$ cat src/rtl/itc_defines.svh
/*
 * Register offsets, field positions, reset values and tone constants
 * for the inband tone codec.
 * Assumes a 16-bit register port with byte-wide addresses.
 */
`ifndef ITC_DEFINES_SVH
`define ITC_DEFINES_SVH

// ============================================================
// register offsets
`define ITC_ADDR_MODE 8'hC1
`define ITC_ADDR_TXTONE 8'hC3
`define ITC_ADDR_IRQST 8'hC6
`define ITC_ADDR_PROG 8'hC8
`define ITC_ADDR_TONEST 8'hCC
`define ITC_ADDR_IRQEN 8'hCE
`define ITC_ADDR_PSEL 8'hD0

// ============================================================
// field positions
`define ITC_MODE_MSB 11
`define ITC_MODE_LSB 9
`define ITC_MODE_DTMF_BIT 8
`define ITC_IRQ_INBAND_BIT 13
`define ITC_IRQ_DTMF_BIT 12
`define ITC_TS_DTMF_BIT 10
`define ITC_TX_TABLE_BIT 15
`define ITC_TX_NUM_MSB 14
`define ITC_TX_NUM_LSB 11
`define ITC_TX_EN_BIT 7
`define ITC_TX_TWIST_BIT 6
`define ITC_TX_SINGLE_BIT 5
`define ITC_TX_DTMF_BIT 4

// ============================================================
// programming parameter indices and reset values
`define ITC_P_LEVEL 5'd0
`define ITC_P_SEQ0 5'd2
`define ITC_P_CUST1 5'd18
`define ITC_P_BW 5'd22
`define ITC_P_THR 5'd23
`define ITC_P_COUNT 24
`define ITC_RST_LEVEL 12'h400
`define ITC_RST_BW 12'h014
`define ITC_RST_THR 12'h040

// ============================================================
// tone limits and synthesis scaling
`define ITC_FREQ_MIN_HZ 12'd288
`define ITC_FREQ_MAX_HZ 12'd3000
`define ITC_TWIST_NUM 8'hCB
`define ITC_PHASE_PER_HZ 8'hAC

`endif

$ cat src/rtl/itc_pkg.sv
/*
 * Types shared by the inband tone codec modules.
 * Assumes itc_defines.svh supplies the numeric constants.
 */
package itc_pkg;

	// ============================================================
	// decoder scan states, one-hot
	typedef enum logic [2:0] {
		ITC_IDLE = 3'b001,
		ITC_SCAN = 3'b010,
		ITC_DONE = 3'b100
	} itc_state_t;

	// inband mode field values
	typedef enum logic [2:0] {
		ITC_MODE_OFF = 3'h0,
		ITC_MODE_SEQ = 3'h1,
		ITC_MODE_CUST = 3'h2,
		ITC_MODE_BOTH = 3'h3
	} itc_mode_t;

	typedef logic [11:0] itc_freq_t;

endpackage : itc_pkg

$ cat src/rtl/itc_tone_if.sv
/*
 * Tone settings carried from the codec core to the tone generator.
 * Assumes both ends run on the same system clock.
 */
interface itc_tone_if;
	logic enable;
	itc_pkg::itc_freq_t freq_lo;
	itc_pkg::itc_freq_t freq_hi;
	logic [11:0] amp_lo;
	logic [11:0] amp_hi;

	// core drives the settings
	modport ctrl (output enable, freq_lo, freq_hi, amp_lo, amp_hi);
	// generator consumes them
	modport gen (input enable, freq_lo, freq_hi, amp_lo, amp_hi);
endinterface : itc_tone_if

$ cat src/rtl/itc_tone_gen.sv
/*
 * Two-component square tone synthesiser for inband and DTMF transmit.
 * Assumes settings are stable while enabled; a zero frequency mutes
 * its component.
 */
`include "itc_defines.svh"

module itc_tone_gen (
	// clock and reset
	input wire logic clk,
	input wire logic rst,
	// settings from the core
	itc_tone_if.gen tif,
	// output sample
	output logic signed [15:0] sample
);

	logic [31:0] acc_lo_q, acc_lo_d;
	logic [31:0] acc_hi_q, acc_hi_d;
	logic signed [15:0] sample_q, sample_d;
	logic signed [13:0] part_lo, part_hi;

	// ============================================================
	// phase accumulators and mixer
	always_comb begin
		// widen before the product: inside a concatenation it would wrap
		acc_lo_d = acc_lo_q
			+ {12'h000, 20'(tif.freq_lo) * 20'(`ITC_PHASE_PER_HZ)};
		acc_hi_d = acc_hi_q
			+ {12'h000, 20'(tif.freq_hi) * 20'(`ITC_PHASE_PER_HZ)};
		part_lo = 14'sh0000;
		part_hi = 14'sh0000;
		if (tif.freq_lo != 12'h000) begin
			part_lo = acc_lo_q[31] ? -$signed({2'b00, tif.amp_lo})
				: $signed({2'b00, tif.amp_lo});
		end
		if (tif.freq_hi != 12'h000) begin
			part_hi = acc_hi_q[31] ? -$signed({2'b00, tif.amp_hi})
				: $signed({2'b00, tif.amp_hi});
		end
		sample_d = 16'sh0000;
		if (tif.enable) begin
			sample_d = 16'(part_lo + part_hi);
		end
		// restart phase while idle so each burst starts clean
		if (!tif.enable) begin
			acc_lo_d = 32'h00000000;
			acc_hi_d = 32'h00000000;
		end
	end

	always_ff @(posedge clk) begin
		if (rst) begin
			acc_lo_q <= 32'h00000000;
			acc_hi_q <= 32'h00000000;
			sample_q <= 16'sh0000;
		end else begin
			acc_lo_q <= acc_lo_d;
			acc_hi_q <= acc_hi_d;
			sample_q <= sample_d;
		end
	end

	assign sample = sample_q;

endmodule : itc_tone_gen

$ cat src/rtl/inband_tone_codec.sv
/*
 * Inband tone codec core: registers, tone table, decoder and transmit
 * tone selection. Assumes an upstream analyser delivers the dominant
 * receive frequency and magnitude as a strobed pair, and a DTMF
 * detector delivers detected key codes as a strobe.
 */
// Summary of operation
// - tones usable from 288 Hz to 3000 Hz for receive and transmit
// - reset loads default sequential set; host may overwrite entries
// - mode control bits 11 to 9 select inband mode
// - detection runs alongside audio or data reception
// - every valid tone state change raises an enabled interrupt
// - custom tones one to four come from their four parameters
// - scan table in order, report first match, set IRQ bit 13
// - detection bandwidth and threshold are programmable parameters
// - code bit 15 picks table, bits 14 to 11 pick tone
// - sequential tones 0 to 15 come from their sixteen parameters
// - received repeat tone reported plainly as tone 14
// - DTMF detection enabled by mode register, may run alongside inband
// - DTMF sets status bit 10, IRQ bit 12, overwrites tone
// - tx tone register picks tone; level parameter sets amplitude
// - DTMF codes map to the standard keypad tone pairs
// - twist bit lowers low DTMF component by 2 dB
// - single-tone bit sends only the designated DTMF component
`include "itc_defines.svh"

module inband_tone_codec #(
	parameter int N_PARAMS = `ITC_P_COUNT
) (
	// clock and reset
	input wire logic SYS_CLK,
	input wire logic RESET,
	// register port
	input wire logic [7:0] ADDR,
	input wire logic [15:0] WDATA,
	input wire logic WR,
	input wire logic RD,
	output logic [15:0] RDATA,
	// receive analyser
	input wire logic [11:0] RX_FREQ,
	input wire logic [11:0] RX_MAG,
	input wire logic RX_STROBE,
	// DTMF detector
	input wire logic DTMF_DET,
	input wire logic [3:0] DTMF_CODE,
	// transmit audio and interrupt request
	output logic signed [15:0] TX_SAMPLE,
	output logic IRQ_REQ
);

	// ============================================================
	// functions
	function automatic logic in_range(input logic [11:0] f);
		in_range = (f >= `ITC_FREQ_MIN_HZ) && (f <= `ITC_FREQ_MAX_HZ);
	endfunction : in_range

	function automatic logic [11:0] dtmf_low(input logic [3:0] c);
		case (c)
			4'h1, 4'h2, 4'h3, 4'hD: dtmf_low = 12'd697;
			4'h4, 4'h5, 4'h6, 4'hE: dtmf_low = 12'd770;
			4'h7, 4'h8, 4'h9, 4'hF: dtmf_low = 12'd852;
			default: dtmf_low = 12'd941;
		endcase
	endfunction : dtmf_low

	function automatic logic [11:0] dtmf_high(input logic [3:0] c);
		case (c)
			4'h1, 4'h4, 4'h7, 4'hB: dtmf_high = 12'd1209;
			4'h2, 4'h5, 4'h8, 4'hA: dtmf_high = 12'd1336;
			4'h3, 4'h6, 4'h9, 4'hC: dtmf_high = 12'd1477;
			default: dtmf_high = 12'd1633;
		endcase
	endfunction : dtmf_high

	// default table entry loaded at reset
	function automatic logic [11:0] param_default(input int i);
		case (i)
			0: param_default = `ITC_RST_LEVEL;
			2: param_default = 12'd1981;
			3: param_default = 12'd1124;
			4: param_default = 12'd1197;
			5: param_default = 12'd1275;
			6: param_default = 12'd1358;
			7: param_default = 12'd1446;
			8: param_default = 12'd1540;
			9: param_default = 12'd1640;
			10: param_default = 12'd1747;
			11: param_default = 12'd1860;
			12: param_default = 12'd1055;
			13: param_default = 12'd930;
			14: param_default = 12'd2247;
			15: param_default = 12'd991;
			16: param_default = 12'd2110;
			17: param_default = 12'd2400;
			22: param_default = `ITC_RST_BW;
			23: param_default = `ITC_RST_THR;
			default: param_default = 12'h000;
		endcase
	endfunction : param_default

	// ============================================================
	// state
	logic [15:0] mode_q, mode_d;
	logic [15:0] txtone_q, txtone_d;
	logic [15:0] irqst_q, irqst_d;
	logic [15:0] irqen_q, irqen_d;
	logic [15:0] tonest_q, tonest_d;
	logic [4:0] psel_q, psel_d;
	logic [15:0] rdata_q, rdata_d;
	logic [11:0] ptab_q [N_PARAMS];
	logic [11:0] ptab_d [N_PARAMS];
	itc_pkg::itc_state_t st_q, st_d;
	logic [4:0] idx_q, idx_d;
	logic [11:0] fr_q, fr_d;
	logic [11:0] mag_q, mag_d;
	logic [4:0] res_q, res_d;
	logic [4:0] prev_q, prev_d;
	itc_pkg::itc_mode_t imode;
	logic [4:0] pidx;
	logic [11:0] entry, diff;
	logic hit, last;
	logic set_inband, set_dtmf;

	itc_tone_if tif ();

	// inband mode from bits 11 to 9
	assign imode = itc_pkg::itc_mode_t'(
		mode_q[`ITC_MODE_MSB:`ITC_MODE_LSB]);

	// ============================================================
	// decoder scan: sequential entries 0..15 first, then custom 1..4
	always_comb begin
		pidx = (idx_q < 5'd16) ? (idx_q + `ITC_P_SEQ0)
			: (idx_q + 5'd2);
		entry = ptab_q[pidx];
		diff = (fr_q > entry) ? (fr_q - entry) : (entry - fr_q);
		hit = in_range(entry) && (diff <= ptab_q[`ITC_P_BW]);
		// a mode change mid-scan must still stop inside the table
		last = ((imode == itc_pkg::ITC_MODE_SEQ) && (idx_q == 5'd15))
			|| (idx_q >= 5'd19);
	end

	always_comb begin
		st_d = st_q;
		idx_d = idx_q;
		fr_d = fr_q;
		mag_d = mag_q;
		res_d = res_q;
		prev_d = prev_q;
		set_inband = 1'b0;
		case (st_q)
			itc_pkg::ITC_IDLE: begin
				// runs independently of the audio and data paths
				if (RX_STROBE && (imode == itc_pkg::ITC_MODE_SEQ
					|| imode == itc_pkg::ITC_MODE_CUST
					|| imode == itc_pkg::ITC_MODE_BOTH)) begin
					st_d = itc_pkg::ITC_SCAN;
					fr_d = RX_FREQ;
					mag_d = RX_MAG;
					idx_d = (imode == itc_pkg::ITC_MODE_CUST) ? 5'd16 : 5'd0;
				end
			end
			itc_pkg::ITC_SCAN: begin
				if (mag_q < ptab_q[`ITC_P_THR]) begin
					res_d = 5'h00; // below threshold: no tone
					st_d = itc_pkg::ITC_DONE;
				end else if (hit) begin
					// first match wins; tone 14 is reported as is
					res_d = (idx_q < 5'd16) ? {1'b1, idx_q[3:0]}
						: {1'b0, 4'(idx_q - 5'd15)};
					st_d = itc_pkg::ITC_DONE;
				end else if (last) begin
					res_d = 5'h0F; // signal present, unrecognised
					st_d = itc_pkg::ITC_DONE;
				end else begin
					idx_d = idx_q + 5'd1;
				end
			end
			itc_pkg::ITC_DONE: begin
				st_d = itc_pkg::ITC_IDLE;
				// on, off or a different tone
				if (res_q != prev_q) begin
					set_inband = 1'b1;
					prev_d = res_q;
				end
			end
			default: st_d = itc_pkg::ITC_IDLE;
		endcase
	end

	always_ff @(posedge SYS_CLK) begin
		if (RESET) begin
			st_q <= itc_pkg::ITC_IDLE;
			idx_q <= 5'h00;
			fr_q <= 12'h000;
			mag_q <= 12'h000;
			res_q <= 5'h00;
			prev_q <= 5'h00;
		end else begin
			st_q <= st_d;
			idx_q <= idx_d;
			fr_q <= fr_d;
			mag_q <= mag_d;
			res_q <= res_d;
			prev_q <= prev_d;
		end
	end

	assign set_dtmf = DTMF_DET && mode_q[`ITC_MODE_DTMF_BIT];

	// ============================================================
	// register file, parameter table and status flags
	always_comb begin
		mode_d = mode_q;
		txtone_d = txtone_q;
		irqen_d = irqen_q;
		psel_d = psel_q;
		tonest_d = tonest_q;
		irqst_d = irqst_q;
		rdata_d = 16'h0000;
		for (int i = 0; i < N_PARAMS; i++) begin
			ptab_d[i] = ptab_q[i];
		end
		if (WR) begin
			case (ADDR)
				`ITC_ADDR_MODE: mode_d = WDATA;
				`ITC_ADDR_TXTONE: txtone_d = WDATA;
				`ITC_ADDR_IRQEN: irqen_d = WDATA;
				`ITC_ADDR_PSEL: psel_d = WDATA[4:0];
				`ITC_ADDR_PROG: begin
					// host overwrites any entry, index steps on
					if (int'(psel_q) < N_PARAMS) begin
						ptab_d[psel_q] = WDATA[11:0];
					end
					psel_d = psel_q + 5'd1;
				end
				default: ;
			endcase
		end
		if (RD) begin
			case (ADDR)
				`ITC_ADDR_MODE: rdata_d = mode_q;
				`ITC_ADDR_TXTONE: rdata_d = txtone_q;
				`ITC_ADDR_IRQST: begin
					rdata_d = irqst_q;
					irqst_d = 16'h0000; // read clears
				end
				`ITC_ADDR_IRQEN: rdata_d = irqen_q;
				`ITC_ADDR_TONEST: rdata_d = tonest_q;
				`ITC_ADDR_PSEL: rdata_d = {11'h000, psel_q};
				`ITC_ADDR_PROG: rdata_d = (int'(psel_q) < N_PARAMS)
					? {4'h0, ptab_q[psel_q]} : 16'h0000;
				default: rdata_d = 16'h0000;
			endcase
		end
		// new tone state after the read-clear so a set is never lost
		if (set_inband) begin
			tonest_d = {res_q, 11'h000};
			irqst_d[`ITC_IRQ_INBAND_BIT] = 1'b1;
		end
		// DTMF replaces whatever tone value was held
		if (set_dtmf) begin
			tonest_d = {5'h00, 1'b1, 6'h00, DTMF_CODE};
			irqst_d[`ITC_IRQ_DTMF_BIT] = 1'b1;
		end
	end

	always_ff @(posedge SYS_CLK) begin
		if (RESET) begin
			mode_q <= 16'h0000;
			txtone_q <= 16'h0000;
			irqst_q <= 16'h0000;
			irqen_q <= 16'h0000;
			tonest_q <= 16'h0000;
			psel_q <= 5'h00;
			rdata_q <= 16'h0000;
			for (int i = 0; i < N_PARAMS; i++) begin
				ptab_q[i] <= param_default(i);
			end
		end else begin
			mode_q <= mode_d;
			txtone_q <= txtone_d;
			irqst_q <= irqst_d;
			irqen_q <= irqen_d;
			tonest_q <= tonest_d;
			psel_q <= psel_d;
			rdata_q <= rdata_d;
			for (int i = 0; i < N_PARAMS; i++) begin
				ptab_q[i] <= ptab_d[i];
			end
		end
	end

	// ============================================================
	// transmit tone selection
	logic [3:0] tnum;
	logic [11:0] lvl, lvl_tw, f_one;
	logic [19:0] tw_prod;

	always_comb begin
		tnum = txtone_q[`ITC_TX_NUM_MSB:`ITC_TX_NUM_LSB];
		lvl = ptab_q[`ITC_P_LEVEL];
		tw_prod = lvl * `ITC_TWIST_NUM;
		lvl_tw = tw_prod[19:8]; // about -2 dB
		tif.enable = txtone_q[`ITC_TX_EN_BIT];
		tif.freq_lo = 12'h000;
		tif.freq_hi = 12'h000;
		tif.amp_lo = lvl;
		tif.amp_hi = lvl;
		f_one = 12'h000;
		if (txtone_q[`ITC_TX_DTMF_BIT]) begin
			tif.freq_lo = dtmf_low(txtone_q[3:0]);
			tif.freq_hi = dtmf_high(txtone_q[3:0]);
			if (txtone_q[`ITC_TX_TWIST_BIT]) begin
				tif.amp_lo = lvl_tw;
			end
			// keep only the designated component
			if (txtone_q[`ITC_TX_SINGLE_BIT]) begin
				if (txtone_q[3:0] >= 4'h8) begin
					tif.freq_lo = 12'h000;
				end else begin
					tif.freq_hi = 12'h000;
				end
			end
		end else begin
			// custom codes other than 1..4 give silence
			if (txtone_q[`ITC_TX_TABLE_BIT]) begin
				f_one = ptab_q[5'(tnum) + `ITC_P_SEQ0];
			end else if (tnum >= 4'h1 && tnum <= 4'h4) begin
				f_one = ptab_q[5'(tnum) + 5'd17];
			end else begin
				f_one = 12'h000;
			end
			// entries outside the usable band are muted
			tif.freq_hi = in_range(f_one) ? f_one : 12'h000;
		end
	end

	itc_tone_gen u_gen (
		.clk(SYS_CLK),
		.rst(RESET),
		.tif(tif.gen),
		.sample(TX_SAMPLE)
	);

	// ============================================================
	// outputs
	assign RDATA = rdata_q;
	assign IRQ_REQ = |(irqst_q & irqen_q);

endmodule : inband_tone_codec

$ cat config.mk
export PLATFORM = sky130hd
export DESIGN_NAME = inband_tone_codec
export DESIGN_NICKNAME = d
export VERILOG_FILES = /design/src/rtl/itc_pkg.sv /design/src/rtl/itc_tone_if.sv /design/src/rtl/itc_tone_gen.sv /design/src/rtl/inband_tone_codec.sv
export VERILOG_INCLUDE_DIRS = /design/src /design/src/rtl
export SDC_FILE = /design/constraint.sdc
export NUM_CORES = 2
export LEC_CHECK = 0
export BUFFER_PORTS_ARGS = -buffer_cell sky130_fd_sc_hd__buf_2
export CORE_MARGIN = 2
export CORE_UTILIZATION = 55
export DETAILED_ROUTE_END_ITERATION = 16
export MAX_ROUTING_LAYER = met4
export PLACE_DENSITY_LB_ADDON = 0.15
export SETUP_SLACK_MARGIN = 0.4
export SYNTH_ARGS = -nofsm -noshare
export SYNTH_HDL_FRONTEND = slang
export SYNTH_SLANG_ARGS = --single-unit
$ cat constraint.sdc
create_clock -name SYS_CLK -period 22.5 [get_ports SYS_CLK]
set_input_delay 4.5 -clock SYS_CLK [delete_from_list [all_inputs] [get_ports SYS_CLK]]
set_output_delay 4.5 -clock SYS_CLK [all_outputs]
set_load 0.02 [all_outputs]
==> impl_metrics.yaml <==
status:
  outcome: "completed"
setup_path:
  cp_num_buf_inv: 3
  crit_slowest_cell: "ha_2"
  worst-setup-path-type: "flip-flop to flip-flop"
  slowest_delay_ns: 1.03
  end_kind: "flip-flop"
  critPathArrivalTime_ns: 10.66
  required_ns: 22.99
  path_max_fanout: 41
  crit_family: "compound AO/OA/AOI/OAI gates"
  crit_top_cell: "ha_1"
  start_kind: "flip-flop"
synthesis:
  synth.cell_area_um2: 35600
  synth_ff_type: "dfxtp_1"
  synth_area_per_cell_um2: 8.81
  async_reset_ff_share_pct: 0
  synth_seq_cells: 505
  ys_types: 91
  seq_area_frac_synth_pct: 28.4
  yosysWarnings: 0
  synth-edff-count: 0
  synth_nets: 4434
  synthCells: 4045
clock_tree:
  post_cts_buffers: 0
  post_cts_resized: 0
  cts_hold_buf: 0
  clk_pin_slew_ns: 0.08
  htreeDepth: 2
  clk_path_buf_depth: 3
  numCtsBuffers: 56
  cts_tree: "done"
  insertion_delay_ns: 0.66
  cts.sinks: 505
  cts-root-buf: "clkbuf_16"
finish:
  final_cell_mix: "nand2_1 (805), dfxtp_1 (498), a21oi_1 (364)"
  register_area_um2: 10100
  syn_to_final_growth_pct: 7.82
  fillers: 5679
  multi_input_area_um2: 23400
  drive_gt1_share_pct: 14.1
  fin_nets: 4355
  final_common_cell: "nand2_1"
grt:
  first_global_vias: 28900
  antenna_found_initial: 2
  grt.total_usage_pct: 35.1
  grt_max_degree: 85
  grt-ovfl-total: 0
  grt_first_pass_wirelength_um: 175000
die:
  start_util_pct: 55.5
  dieArea_um2: 66800
  num_io_pins: 91
  die_w_um: 259
  die_h_um: 259
  core_area_um2: 64200
  row_count: 93
drt:
  viasPerCell: 6.36
  routed_wl_um: 115000
  ant_nets: 0
  drt_iter0_drc: 3739
  first_pass_iters: 6
  vias: 30900
  drc: 0
  wl_per_cell_um: 23.7
timing:
  final-setup-viol-count: 0
  relSlewSlack_pct: 15.3
  tns_ns: 0
  finClkSkew_ns: 0.0433
  clock.fmax_mhz: 98.3
  finalHoldViolations: 0
  fin_crit_sh_pct: 45.2
  whs_ns: 0.453
  tightest_slew_ns: 1.27
  final_max_slew_viol_count: 0
  rsz0062_at_grt: "false"
  min_period_ns: 10.17
power_and_ir_drop:
  vdd_ir_drop_max_mv: 0.0610
  p_leak_nw: 15.4
  power.density_nw_per_um2: 50.5
placed_design:
  port_buffers: 90
  place_congestion: 1.05
  dp_hpwl_um: 80900
job:
  maxCapViolations: 0
worst_hold_path:
  hold_path_class: "flip-flop to flip-flop"
[stage by stage]
stage	util (%)	power, W	cells	cell area [um2]	setup slack (ns)
floorplan	-	0.000941	4045	35600	13.90
global placement	56.7	0.000961	4763	36400	12.64
detailed placement	56.7	0.000961	4763	36400	12.50
CTS	59.8	0.00194	4866	38400	12.40
global route	59.8	0.00198	4867	38400	11.56
finish	59.8	0.00194	4868	38400	12.33
[state kept, by name, indices dropped and copies added (netlist names), 10 cells and up, named ones only]
signal	count
u_gen.acc_hi_q	30
fr_q	12
irqen_q	16
mag_q	12
txtone_q	16
RDATA	16
u_gen.sample	15
ptab_q	288
tonest_q	10
u_gen.acc_lo_q	30
mode_q	16
[power by group]
part	switching, W	internal [W]	leakage, nW	total [W]
clock network	0.000404	0.000591	0.975	0.000995
registers	0.000000634	0.000894	4.08	0.000894
logic	0.0000385	0.0000102	10.4	0.0000487
[synthesized netlist by cell type (14+ instances only)]
cell type / number / area, um2
a21o_1: 46 / 345
a21oi_1: 364 / 1820
a22oi_1: 20 / 150
a31oi_1: 18 / 113
and2_1: 21 / 131
and3_1: 28 / 175
buf_1: 15 / 56.3
buf_2: 32 / 160
buf_4: 14 / 105
clkbuf_1: 213 / 800
dfxtp_1: 505 / 10100
fa_1: 55 / 1100
ha_1: 276 / 3450
inv_1: 249 / 935
mux2_2: 44 / 495
mux2i_1: 100 / 1000
mux4_2: 240 / 5410
nand2_1: 806 / 3030
nand2b_1: 17 / 106
nand3_1: 174 / 871
nand4_1: 14 / 87.6
nor2_1: 235 / 882
nor2b_1: 29 / 181
nor3_1: 51 / 255
o211ai_1: 17 / 128
o21a_1: 16 / 120
o21ai_0: 87 / 435
or3_1: 14 / 87.6
xnor2_1: 77 / 674
xor2_1: 39 / 342
[layout make-up]
cell class,count,area share [%]
multi-input combinational,3006,60.9
sequential,505,26.4
clock buffer,76,4.17
tap,855,2.79
inverter,251,2.46
timing repair buffer,146,2.29
clock inverter,27,0.993
antenna,2,0.0130
[kinds of logic (layout without fill, tap and decap cells)]
kind of cell	after synthesis	in the layout	synth area share (%)
buffers and inverters	534	500	6.08
AOI/OAI and AO/OA	722	722	12.5
other	0	2	0
muxes	392	392	19.9
xor gates and xnor gates	116	116	2.85
and+or+nand+nor	1445	1445	17.5
adders and majority gates	331	331	12.8
DFF	505	505	28.4
[per-layer routing]
layer / share of wire, % / GRT usage (%) / wire [um] / vias up
li1: - / - / - / 14100
met1: 40 / 45.8 / 45700 / 14800
met2: 43 / 50.8 / 49600 / 1773
met3: 13 / 10.7 / 14400 / 331
met4: 4.8 / 14.5 / 5480 / 0
met5: 0 / - / 0 / -
[worst min-delay path, cell delays in order, from the launching register on]
cell,delay (ns)
dfxtp_1,0.31
nand2_1,0.05
a21oi_1,0.05
[path summary, 6_finish.rpt]
path              cells past startpoint  slack [ns]         start            endpoint
hold / removal                        2        0.45      mag_q[0]            mag_q[0]
setup / recovery                     34       12.33  txtone_q[12]  u_gen.acc_hi_q[30]
hold reg to reg                       2        0.45      mag_q[0]            mag_q[0]
setup reg to reg                     34       12.33  txtone_q[12]  u_gen.acc_hi_q[30]
Power figures use the tool's default switching activity.
